==> config.mk <==
export PLATFORM = sky130hd
export DESIGN_NAME = pwm_clock_prescale_and_chop
export DESIGN_NICKNAME = d
export VERILOG_FILES = /design/src/pwm_clock_prescale_and_chop.v /design/src/pwm_prescaler.v
export VERILOG_INCLUDE_DIRS = /design/src /design/src/src
export SDC_FILE = /design/constraint.sdc
export NUM_CORES = 1
export LEC_CHECK = 0
export BUFFER_PORTS_ARGS = -buffer_cell sky130_fd_sc_hd__buf_2
export CAP_MARGIN = 20
export CORE_ASPECT_RATIO = 0.9
export CORE_MARGIN = 1
export CORE_UTILIZATION = 30
export DETAILED_ROUTE_END_ITERATION = 16
export GPL_TIMING_DRIVEN = 0
export PLACE_DENSITY = 0.56
export SKIP_LAST_GASP = 1
export SYNTH_ARGS = -nofsm -noshare
export SYNTH_HDL_FRONTEND = slang
export SYNTH_SLANG_ARGS = --single-unit
==> constraint.sdc <==
create_clock -name clk -period 2.49 [get_ports clk]
set_input_delay 0 -clock clk [delete_from_list [all_inputs] [get_ports clk]]
set_output_delay 0 -clock clk [all_outputs]
set_load 0.02 [all_outputs]
==> src/pwm_clk_consts.vh <==
// constants for the pwm clock prescaler, chop clock and master duty block
// Behaviour
// - prescale codes 0..6 divide by 1..64, 7 reserved
// - prescale select resets to zero, undivided clock
// - chop generator runs only while bit 15 set
// - chop rate is prescaled rate over divider+1
// - unused register bits ignore writes, read zero
// - sixteen-bit master duty register, cleared at reset
`ifndef PWM_CLK_CONSTS_VH
`define PWM_CLK_CONSTS_VH

// register byte offsets
`define OFS_PRESCALE 12'h000
`define OFS_CHOP 12'h004
`define OFS_MDC 12'h008
`define OFS_CONTROL 12'h00C
`define OFS_STATUS 12'h010

// field positions and masks
`define PRESCALE_MASK 16'h0007
`define CHOP_MASK 16'h83FF
`define CHOP_EN_BIT 15
`define CTRL_MASK 16'h0001
`define PRESCALE_RESERVED 3'h7

// reset values
`define PRESCALE_RST 3'h0
`define CHOP_RST 16'h0000
`define MDC_RST 16'h0000
`define CTRL_RST 1'b0

`endif

==> src/pwm_clock_prescale_and_chop.v <==
// apb register block with pwm prescaler, chop clock and master duty
//
// Register access over APB and the address map are this design's own decisions.
`timescale 1ns/1ps
`default_nettype none
`include "pwm_clk_consts.vh"

module pwm_clock_prescale_and_chop (
	input wire clk,
	input wire resetn,
	input wire ce,
	input wire psel,
	input wire penable,
	input wire pwrite,
	input wire [11:0] paddr,
	input wire [31:0] pwdata,
	output reg [31:0] prdata,
	output reg pready,
	output reg pslverr,
	output reg pwm_tick,
	output reg chop_clk,
	output reg [15:0] master_duty,
	output reg pwm_module_enable
);

reg [2:0] pwm_clock_prescale_sel_q;
reg chop_generator_enable_q;
reg [9:0] chop_divider_value_q;
reg [9:0] chop_cnt_q;
reg [31:0] rdata_d;
reg hit_d;
wire tick_w;
wire acc;
wire wr;

assign acc = psel & penable & ~pready;
assign wr = acc & pwrite;

////////////////////////////////////////////////////////////////////////////////
// prescaler instance
pwm_prescaler u_pre (
	.clk(clk),
	.resetn(resetn),
	.ce(ce),
	.sel(pwm_clock_prescale_sel_q),
	.tick(tick_w)
);

////////////////////////////////////////////////////////////////////////////////
// read mux; unused bits come back zero
always @* begin
	rdata_d = 32'h00000000;
	hit_d = 1'b1;
	if (paddr == `OFS_PRESCALE) begin
		rdata_d = {29'h0, pwm_clock_prescale_sel_q};
	end else if (paddr == `OFS_CHOP) begin
		rdata_d = {16'h0, chop_generator_enable_q, 5'h00, chop_divider_value_q};
	end else if (paddr == `OFS_MDC) begin
		rdata_d = {16'h0, master_duty};
	end else if (paddr == `OFS_CONTROL) begin
		rdata_d = {31'h0, pwm_module_enable};
	end else if (paddr == `OFS_STATUS) begin
		rdata_d = {30'h0, chop_clk, pwm_tick};
	end else begin
		hit_d = 1'b0;
	end
end

// apb slave: one wait state, answer on the cycle after access begins
always @(posedge clk or negedge resetn) begin
	if (!resetn) begin
		pready <= 1'b0;
		pslverr <= 1'b0;
		prdata <= 32'h00000000;
	end else if (ce) begin
		pready <= acc;
		pslverr <= acc & ~hit_d;
		if (acc & ~pwrite) begin
			prdata <= rdata_d;
		end
	end
end

// register writes; only implemented bits are stored
always @(posedge clk or negedge resetn) begin
	if (!resetn) begin
		pwm_clock_prescale_sel_q <= `PRESCALE_RST;
		chop_generator_enable_q <= 1'b0;
		chop_divider_value_q <= 10'h000;
		master_duty <= `MDC_RST;
		pwm_module_enable <= `CTRL_RST;
	end else if (ce && wr) begin
		if (paddr == `OFS_PRESCALE) begin
			pwm_clock_prescale_sel_q <= pwdata[2:0];
		end else if (paddr == `OFS_CHOP) begin
			chop_generator_enable_q <= pwdata[`CHOP_EN_BIT];
			chop_divider_value_q <= pwdata[9:0];
		end else if (paddr == `OFS_MDC) begin
			master_duty <= pwdata[15:0];
		end else if (paddr == `OFS_CONTROL) begin
			pwm_module_enable <= pwdata[0];
		end
	end
end

////////////////////////////////////////////////////////////////////////////////
// prescaled tick out, registered
always @(posedge clk or negedge resetn) begin
	if (!resetn) begin
		pwm_tick <= 1'b0;
	end else if (ce) begin
		pwm_tick <= tick_w;
	end
end

// chop counter steps on prescaled ticks; output pulses for one cycle at each
// reload, so one chop period spans divider+1 prescaled ticks even at divider 0
always @(posedge clk or negedge resetn) begin
	if (!resetn) begin
		chop_cnt_q <= 10'h000;
		chop_clk <= 1'b0;
	end else if (ce) begin
		if (!chop_generator_enable_q) begin
			chop_cnt_q <= 10'h000;
			chop_clk <= 1'b0;
		end else if (tick_w) begin
			if (chop_cnt_q >= chop_divider_value_q) begin
				chop_cnt_q <= 10'h000;
				chop_clk <= 1'b1;
			end else begin
				chop_cnt_q <= chop_cnt_q + 10'h001;
				chop_clk <= 1'b0;
			end
		end else begin
			chop_clk <= 1'b0;
		end
	end
end

endmodule // pwm_clock_prescale_and_chop
`default_nettype wire

==> src/pwm_prescaler.v <==
// prescaler that turns the peripheral clock into a one-cycle tick
`timescale 1ns/1ps
`default_nettype none
`include "pwm_clk_consts.vh"

module pwm_prescaler (
	input wire clk,
	input wire resetn,
	input wire ce,
	input wire [2:0] sel,
	output reg tick
);

reg [5:0] cnt_q;
reg [5:0] limit;

////////////////////////////////////////////////////////////////////////////////
// terminal count per code; reserved code holds the tick low
always @* begin
	case (sel)
		3'h0: limit = 6'h00;
		3'h1: limit = 6'h01;
		3'h2: limit = 6'h03;
		3'h3: limit = 6'h07;
		3'h4: limit = 6'h0F;
		3'h5: limit = 6'h1F;
		default: limit = 6'h3F;
	endcase
end

// free counter; a change of code mid-run may give one odd period
always @(posedge clk or negedge resetn) begin
	if (!resetn) begin
		cnt_q <= 6'h00;
		tick <= 1'b0;
	end else if (ce) begin
		if (sel == `PRESCALE_RESERVED) begin
			cnt_q <= 6'h00;
			tick <= 1'b0;
		end else if (cnt_q >= limit) begin
			cnt_q <= 6'h00;
			tick <= 1'b1;
		end else begin
			cnt_q <= cnt_q + 6'h01;
			tick <= 1'b0;
		end
	end
end

endmodule // pwm_prescaler
`default_nettype wire

Word level (Yosys, flattened, before mapping)
Cells that the tools add are included.

Add/sub/neg operators: 2. Multipliers: 0. Divide/modulo/power cells: 0. $lt $le $gt $ge: 2. Eq/ne operators: 11. Shift-type cells: 0. Muxes and demuxes: 21. Bitwise gates (word level): 11. Reductions and logical operators: 9.

Operators with widths (number): $pmux W6 S6 (1); $mux W16 (2); $mux W32 (1); $mux W10 (3); $eq A12 B4 Y1 const B (2); $eq A12 B3 Y1 const B (1); $eq A12 B5 Y1 const B (1); $logic_not A12 Y1 (1); $mux W6 (2); $add A10 B1 Y10 const B (1); $ge A10 B10 Y1 (1); $mux W1 (10); $eq A3 B3 Y1 const B (3); $add A6 B1 Y6 const B (1); $eq A3 B2 Y1 const B (2); $ge A6 B6 Y1 (1); $not A1 Y1 (6); $reduce_and A2 Y1 (3); $and A1 B1 Y1 (5); $reduce_and A5 Y1 (1); $mux W2 (2); $reduce_and A4 Y1 (1); $eq A3 B1 Y1 const B (1); $logic_not A3 Y1 (1); 3 further kinds (3).

Flip-flop bits (word level): 84. Latch bits: 0. Bits in writable memories: 0. ROM bits: 0. Logic and storage cells: 69. Memories kept: 0.

Logic depth before layout (Yosys ltp)
Gate-level depths: netlist of run 1.

Depth in word-level cells: 8. Depth in mapped cells: 8. Gate-level depth less buffers: 7.

Modules after synthesis
Synthesis of run 1 repeated with hierarchy kept, for this count alone.

Cells, all modules: 340. Area total of the unflattened synthesis: 3550.9 sq um.

By module, submodules not included: pwm_clock_prescale_and_chop (instances 1, cells each 285, area an instance 3034.2 sq um); pwm_prescaler (instances 1, cells each 55, area an instance 516.7 sq um).

Least setup slack after synthesis of run 1
Ideal clock, no wire load.

Path type: register to register. Start: register pwm_clock_prescale_sel_q[2]. End: register u_pre.cnt_q[4]. Library setup time: 124 ps. Data arrival time: 2041 ps. Required time: 2366 ps. Setup slack: 325 ps. Cell stages (with the launch flop): 9. Path buffers: 1. Path through: dfrtp_1 clkbuf_1 or3_1 ha_1 nand2b_1 a31oi_1 o211ai_1 nor4_1 a211o_1.

Word-level cells in the longest chain between the ends: 5.

RTL lines: start: declaration (RTL line pwm_clock_prescale_and_chop.v:26) `reg [2:0] pwm_clock_prescale_sel_q;`; start signal: assignment (RTL line pwm_clock_prescale_and_chop.v:87) `` pwm_clock_prescale_sel_q <= `PRESCALE_RST; ``; start signal: assignment (RTL line pwm_clock_prescale_and_chop.v:94) `pwm_clock_prescale_sel_q <= pwdata[2:0];`; $eq A3 B3 Y1, or another cell as far along (RTL line pwm_prescaler.v:20) `case (sel)`; $pmux W6 S6 (RTL line pwm_prescaler.v:20); $ge A6 B6 Y1 (RTL line pwm_prescaler.v:40) `end else if (cnt_q >= limit) begin`; $mux W6 (RTL line pwm_prescaler.v:40); $mux W6 (*) (RTL line pwm_prescaler.v:37) `` if (sel == `PRESCALE_RESERVED) begin ``; end signal: assignment (RTL line pwm_prescaler.v:44) `cnt_q <= cnt_q + 6'h01;`; end: declaration (RTL line pwm_prescaler.v:14) `reg [5:0] cnt_q;`.

Mark *: on every way between the ends. The rest lies on a longest branch, timed or not. A chain may end at the register's enable or synchronous reset.

Final worst setup path of run 1
Same ends and word-level chain as after synthesis.

==> results of run 1 <==
[per-layer routing]
metal | wire length [um] | vias up | global-route usage [%]
li1 | - | 1386 | -
met1 | 3809 | 1386 | 18.05
met2 | 3922 | 89 | 23.71
met3 | 461 | 13 | 3.916
met4 | 104 | 0 | 4.945
met5 | 0 | - | 0
[worst paths after layout]
check | endpoint | cells after the start | slack (ns)
min reg2reg | prdata[1] | 2 | 0.48
max in group asynchronous | pwm_tick | 2 | 1.60
max | u_pre.cnt_q[4] | 7 | 0.14
min in group asynchronous | prdata[12] | 2 | 0.33
min | prdata[0] | 4 | 0.01
max reg2reg | u_pre.cnt_q[4] | 7 | 0.14
[cells by family (layout without fill, tap and decap cells)]
kind of cell	count (synthesis)	in the layout	synth area share, %
buf+inv	47	151	7.321
fa+ha+maj	18	18	6.246
other cells	1	16	0.1040
compound gates	67	67	13.12
simple gates	88	88	13.50
mux	34	34	11.55
xor+xnor	4	4	0.9717
flops	68	68	47.19
[cell usage in the layout (no fill, tap or decap), types with 3 or more instances in the layout]
| cell type | n |
|---|---|
| nand2b_1 | 5 |
| nor3_1 | 4 |
| nand2_1 | 26 |
| clkbuf_16 | 9 |
| dfrtp_1 | 68 |
| dlygate4sd3_1 | 20 |
| clkbuf_1 | 4 |
| nor2b_1 | 9 |
| inv_1 | 23 |
| a221o_1 | 8 |
| a41oi_1 | 5 |
| mux2_2 | 21 |
| or3_1 | 3 |
| mux2i_1 | 3 |
| o22ai_1 | 7 |
| nand3_1 | 15 |
| conb_1 | 16 |
| a21o_1 | 4 |
| buf_2 | 68 |
| ha_1 | 18 |
| nor2_1 | 11 |
| a21oi_1 | 9 |
| a22o_1 | 8 |
| mux2_4 | 10 |
| buf_4 | 18 |
| o21ai_0 | 15 |
[power by group]
group,internal (mW),switching [mW],total (mW)
Combinational,0.0713,0.0994,0.171
Sequential,1.11,0.00556,1.12
Clock,0.775,0.483,1.26
[worst register-to-register path: cells and delay by family (launching register included)]
family                   cells  cell delay [ns]
adder cells (fa/ha/maj)      1             0.28
AND/OR/NAND/NOR              3             0.61
flip-flops                   1             0.45
AO/OA/AOI/OAI                3             0.89
[repair_timing]
action	CTS	global route
endpoints found under the hold margin	100	0
hold buffers	20	0
pin swaps	0	1
endpoints found under the setup margin	8	11
setup buffers	0	0
gates resized for setup	1	1
[flip-flops by register name, summed over array words and instances (netlist names)]
signal	flops
master_duty	16
prdata	16
chop_cnt_q	10
chop_divider_value_q	10
u_pre.cnt_q	6
pwm_clock_prescale_sel_q	3
chop_clk	1
chop_generator_enable_q	1
pready	1
pslverr	1
pwm_module_enable	1
pwm_tick	1
u_pre.tick	1
[per-stage QoR]
step	instance area (um^2)	hold WS (ns)	std cells	power, mW
global route	4705	0.04278	602	2.646
global placement	4203	0.2377	567	1.284
detailed placement	4205	0.1710	567	1.286
finish	4705	0.01239	602	2.545
CTS	4702	0.001980	603	2.583
floorplan	3662	-0.2956	342	1.213
[area by class of cell]
type,instances,area share (%)
timing repair buffer,89,11.65
sequential,68,36.17
buffer,22,3.617
inverter,24,1.915
multi-input combinational,227,36.25
tap,156,4.149
clock buffer,10,4.867
clock inverter,6,1.383
==> metrics.md, run 1 <==
| Metric | Value |
|---|---|
| Outcome | complete, no violations |
| Num CTS Buffers | 9 |
| Drt wl/cell | 13.78 um |
| Total number of vias | ~2900 |
| Root buffer cell | clkbuf_16 |
| Clock input transition at the sequential cells of the worst setup and hold paths | about 0.060 ns |
| Clock latency on the worst-skew pair | roughly 0.33 ns |
| First-pass GRT wire length | ~14 mm |
| Fin. max-slew vios | 0 |
| Worst path bufs/invs | 0 |
| Worst setup EP type | register |
| Ys async rst share | between 90% and 100% |
| Gpl congestion | about 0.83 |
| Ant diodes | 0 |
| CP peak stage delay | roughly 0.5 ns |
| Pleak | 2.358 nW |
| Seq/Total Area, Yosys | between 40% and 50% |
| Skew final | 0.007288 ns |
| Syn_area_per_cell | about 11 um^2 |
| Arr. time, crit path | approximately 2.6 ns |
| H-tree Lvls | 3 |
| ANT nets after route | 0 |
| Fillers | 1118 |
| Slew Limit Headroom | 39.55% |
| DR iter-0 viols | around 120 |
| Drt drc | 0 |
| Area grow syn2layout | 30.46% |
| Fmax achieved | approximately 430 MHz |
| Post-DP HPWL | roughly 6 mm |
| TritonCTS clock tree | built |
| FF/Latch Area | 1702 um^2 |
| CP Data Required Time | approximately 2.7 ns |
| Post-Syn Area | between 3000 and 4000 um^2 |
| Initial antenna violation count | 0 |
| Critical Path Fanout Max | 9 |
| Prevailing post-synth register cell | dfrtp_1 |
| # nets final | a little over 500 |
| Die height | 106.0 um |
| CTS Buffer Depth | 2 |
| PwrDens | 541.0 nW/um^2 |
| Unrepaired setup endpoints after global routing | yes |
| Synth top area share | about 47% |
| Die width | 117.6 um |
| Clock Sinks | just under 70 |
| Multi-input gate area | about 1700 um^2 |
| Final hold viol count | 0 |
| Kind of start point of the critical path | register |
| 1st-pass router iterations | 4 |
| WS Path Type | register to register |
| Top post-synthesis cells by area | dfrtp_1, mux2_2, ha_1, mux2_4, buf_4 |
| Layout cells sized above 1 | between 30% and 40% |
| Top cells by count, synth | dfrtp_1, nand2_1, inv_1, mux2_2, ha_1 |
| Final wirelength | about 8.3 mm |
| Critical path origin | pwm_clock_prescale_sel_q[2] |
| Setup TNS | 0 ns |
| R2r startpoint | pwm_clock_prescale_sel_q[2] |
| Worst path slowest cell | o211ai_1 |
| Yosys cell types | 47 |
| Hold_sp | paddr[7] |
| Max rail drop VDD | ~280 uV |
| Final worst-path setup slack | 0.1446 ns |
| Top delay family on crit path | compound AO/OA/AOI/OAI gates |
| Full die area | between 10000 and 15000 um^2 |
| Largest net degree at the start of global routing | 69 |
| Core ar. | approximately 12000 um^2 |
| HP Class | input port to register |
| Util after Layout | slightly above 40% |
| Port Buffers | 69 |
| Final setup vio count | 0 |
| I/O pins | roughly 100 |
| Yosys warnings | 0 |
| Final worst path period share | between 90% and 100% |
| Most common cell in the netlist | dfrtp_1 |
| Total GRT Usage | between 10% and 20% |
| Row count | 37 |
| Total gr overflow | 0 |
| Vias in the first global route | 2867 |
| Initial Util | 31.16% |
| Crit path time final | approximately 2.3 ns |
| Flops & latches, synth | 68 |
| Cell count after synthesis | ~330 |
| Post-synth EDFFs | 0 |
| Post-Place Worst Slack | -0.04879 ns |
| Via density | about 4.8 |
| Max-Cap Viols | 0 |
| Synth area leader | dfrtp_1 |
| Worst-margin pin slew | 0.8999 ns |
| Worst-path cell chain | or3_1 -> ha_1 -> nand2b_1 -> a31oi_1 -> o211ai_1 -> nor4_1 -> a211o_1 |
Power figures use the tool's default switching activity.
==> run 2, diff against run 1 <==
- PLACE_DENSITY: 0.56 -> default
==> metrics.md, run 2 (same netlist as run 1, synthesis figures left out) <==
| Metric | Value |
|---|---|
| Pleak | 2.359 nW (about the same) |
| H-tree Lvls | 3 (unchanged) |
| Crit path depth | 7 (unchanged) |
| Initial Util | 31.16% (unchanged) |
| CTS Buffer Depth | 2 (unchanged) |
| Most frequent cells in the layout | dfrtp_1, buf_2, nand2_1 |
| Total number of vias | 2844 (-1.0%) |
| Initial antenna violation count | 0 (unchanged) |
| Largest net degree at the start of global routing | 69 (unchanged) |
| Skew final | 0.007231 ns (-0.00005640 ns) |
| Die width | 117.6 um (unchanged) |
| Slew Limit Headroom | 38.65% (-0.90 points) |
| Clock Sinks | 68 (unchanged) |
| I/O pins | 103 (unchanged) |
| Fin. max-slew vios | 0 (unchanged) |
| Drt wl/cell | 13.83 um (+0.31%) |
| Final hold viol count | 0 (unchanged) |
| WS Path Type | register to register |
| Root buffer cell | clkbuf_16 |
| Ant diodes | 0 (unchanged) |
| Vias in the first global route | 2671 (-6.8%) |
| FF/Latch Area | 1702 um^2 (unchanged) |
| Largest regs | master_duty x16, prdata x16 |
| Hold_sp | paddr[5] |
| Fmax achieved | 431.4 MHz (+1.2%) |
| Final hold slack | 0.01523 ns (+0.002842 ns) |
| Top delay family on crit path | compound AO/OA/AOI/OAI gates |
| Worst r2r dst | u_pre.cnt_q[4] |
| DR iter-0 viols | 98 (-16%) |
| Clock input transition at the sequential cells of the worst setup and hold paths | 0.06 ns (about the same) |
| Final wirelength | 8.295 mm (about the same) |
| Final worst path period share | 93.09% (-1.1 points) |
| Drt drc | 0 (unchanged) |
| Max rail drop VDD | 409.4 uV (+45%) |
| Area grow syn2layout | 30.08% |
| Kind of start point of the critical path | register |
| Layout cells sized above 1 | 32.88% (+0.60 points) |
| Full die area | 12460 um^2 (unchanged) |
| Util after Layout | 40.53% (-0.12 points) |
| Fillers | 1152 (+3.0%) |
| PwrDens | 548.7 nW/um^2 (+1.4%) |
| Num CTS Buffers | 9 (unchanged) |
| HP Class | input port to register |
| Die height | 106.0 um (unchanged) |
| # nets final | 507 (-0.39%) |
| 1st-pass router iterations | 4 (unchanged) |
| Arr. time, crit path | 2.54 ns (-0.02 ns) |
| Reg2Reg Depth | 7 (unchanged) |
| Critical path origin | pwm_clock_prescale_sel_q[2] |
| Multi-input gate area | 1705 um^2 (unchanged) |
| Crit path time final | 2.318 ns (-0.02736 ns) |
| ANT nets after route | 0 (unchanged) |
| Max-Cap Viols | 0 (unchanged) |
| CP peak stage delay | 0.47 ns (-0.03 ns) |
| Gpl congestion | 0.8532 (+3.4%) |
| Worst-margin pin slew | 0.9133 ns (+0.01342 ns) |
| Worst path slowest cell | dfrtp_1 |
| Worst reg2reg setup slack | 0.17 ns (+0.03 ns) |
| Row count | 37 (unchanged) |
| Port Buffers | 69 (unchanged) |
| Clock latency on the worst-skew pair | 0.33 ns (about the same) |
| Crit path to | u_pre.cnt_q[4] |
| Worst-path cell chain | or3_1 -> ha_1 -> nand2b_1 -> a31oi_1 -> o211ai_1 -> nor4_1 -> a211o_1 |
| Via density | 4.740 (-0.71%) |
| Unrepaired setup endpoints after global routing | no |
| Setup TNS | 0 ns (unchanged) |
| Core ar. | 11570 um^2 (unchanged) |
| R2r startpoint | pwm_clock_prescale_sel_q[2] |
| Post-DP HPWL | 5.983 mm (-0.32%) |
| Final setup vio count | 0 (unchanged) |
| Critical Path Fanout Max | 9 (unchanged) |
| Worst setup EP type | register |
| Worst path bufs/invs | 0 (unchanged) |
| Total gr overflow | 0 (unchanged) |
| First-pass GRT wire length | 13.74 mm (-2.7%) |
| TritonCTS clock tree | built |
| Outcome | complete, no violations |
| CP Data Required Time | 2.71 ns (about the same) |
| Total GRT Usage | 14.11% (-0.23 points) |
## run 2: cell type report
class                   instances  area share [%]
flip-flops and latches         68           36.28
well taps                     156           4.161
multi-input cells             227           36.36
clock inverters                 5           1.067
clock buffers                  11           5.388
plain buffers                  22           3.628
inverters                      24           1.921
repair buffers                 87           11.20
## run 2: per-stage QoR
stage / instance area [um^2] / total power, mW / worst slack, ns / cells
after floorplan: 3662 / 1.213 / 0.3254 / 342
after global placement: 4203 / 1.283 / 0.03388 / 567
after detailed placement: 4205 / 1.285 / -0.01024 / 567
after CTS: 4681 / 2.595 / 0.06675 / 600
after global routing: 4691 / 2.666 / 0.001647 / 600
final: 4691 / 2.574 / 0.1720 / 600
## run 2: worst min path at each step
stage	endpoint	slack (ns)	cells after the start
after floorplan	chop_clk	-0.30	0
after global routing	prdata[1]	0.03	4
after global placement	master_duty[10]	0.23	2
after CTS	prdata[1]	0.005	4
final	prdata[1]	0.02	4
after detailed placement	master_duty[7]	0.17	1
## run 2: what timing repair did
action | 4_1_cts | 5_1_grt
pin swaps | 0 | 1
hold buffers | 17 | 0
gates resized for setup | 1 | 1
buffers inserted | 0 | 1
setup endpoints to repair | 7 | 9
endpoints found under the hold margin | 99 | 0
## run 2: metal layers
layer / global-route usage [%] / vias up / wire length [um]
met4: 4.670 / 0 / 143
met1: 19.00 / 1363 / 4070
met3: 5.043 / 10 / 452
li1: - / 1382 / -
met2: 20.96 / 89 / 3628
met5: 0 / - / 0
## run 2: tightest hold or removal path, delay by kind of cell
family | cells | cell delay [ns]
AND/OR/NAND/NOR | 2 | 0.13
buffers and inverters | 1 | 0.10
AO/OA/AOI/OAI | 1 | 0.08
## run 2: report_power, final
group	internal, mW	switching [mW]	total, mW
Clock	0.822	0.466	1.29
Sequential	1.11	0.00511	1.12
Combinational	0.0693	0.0996	0.169
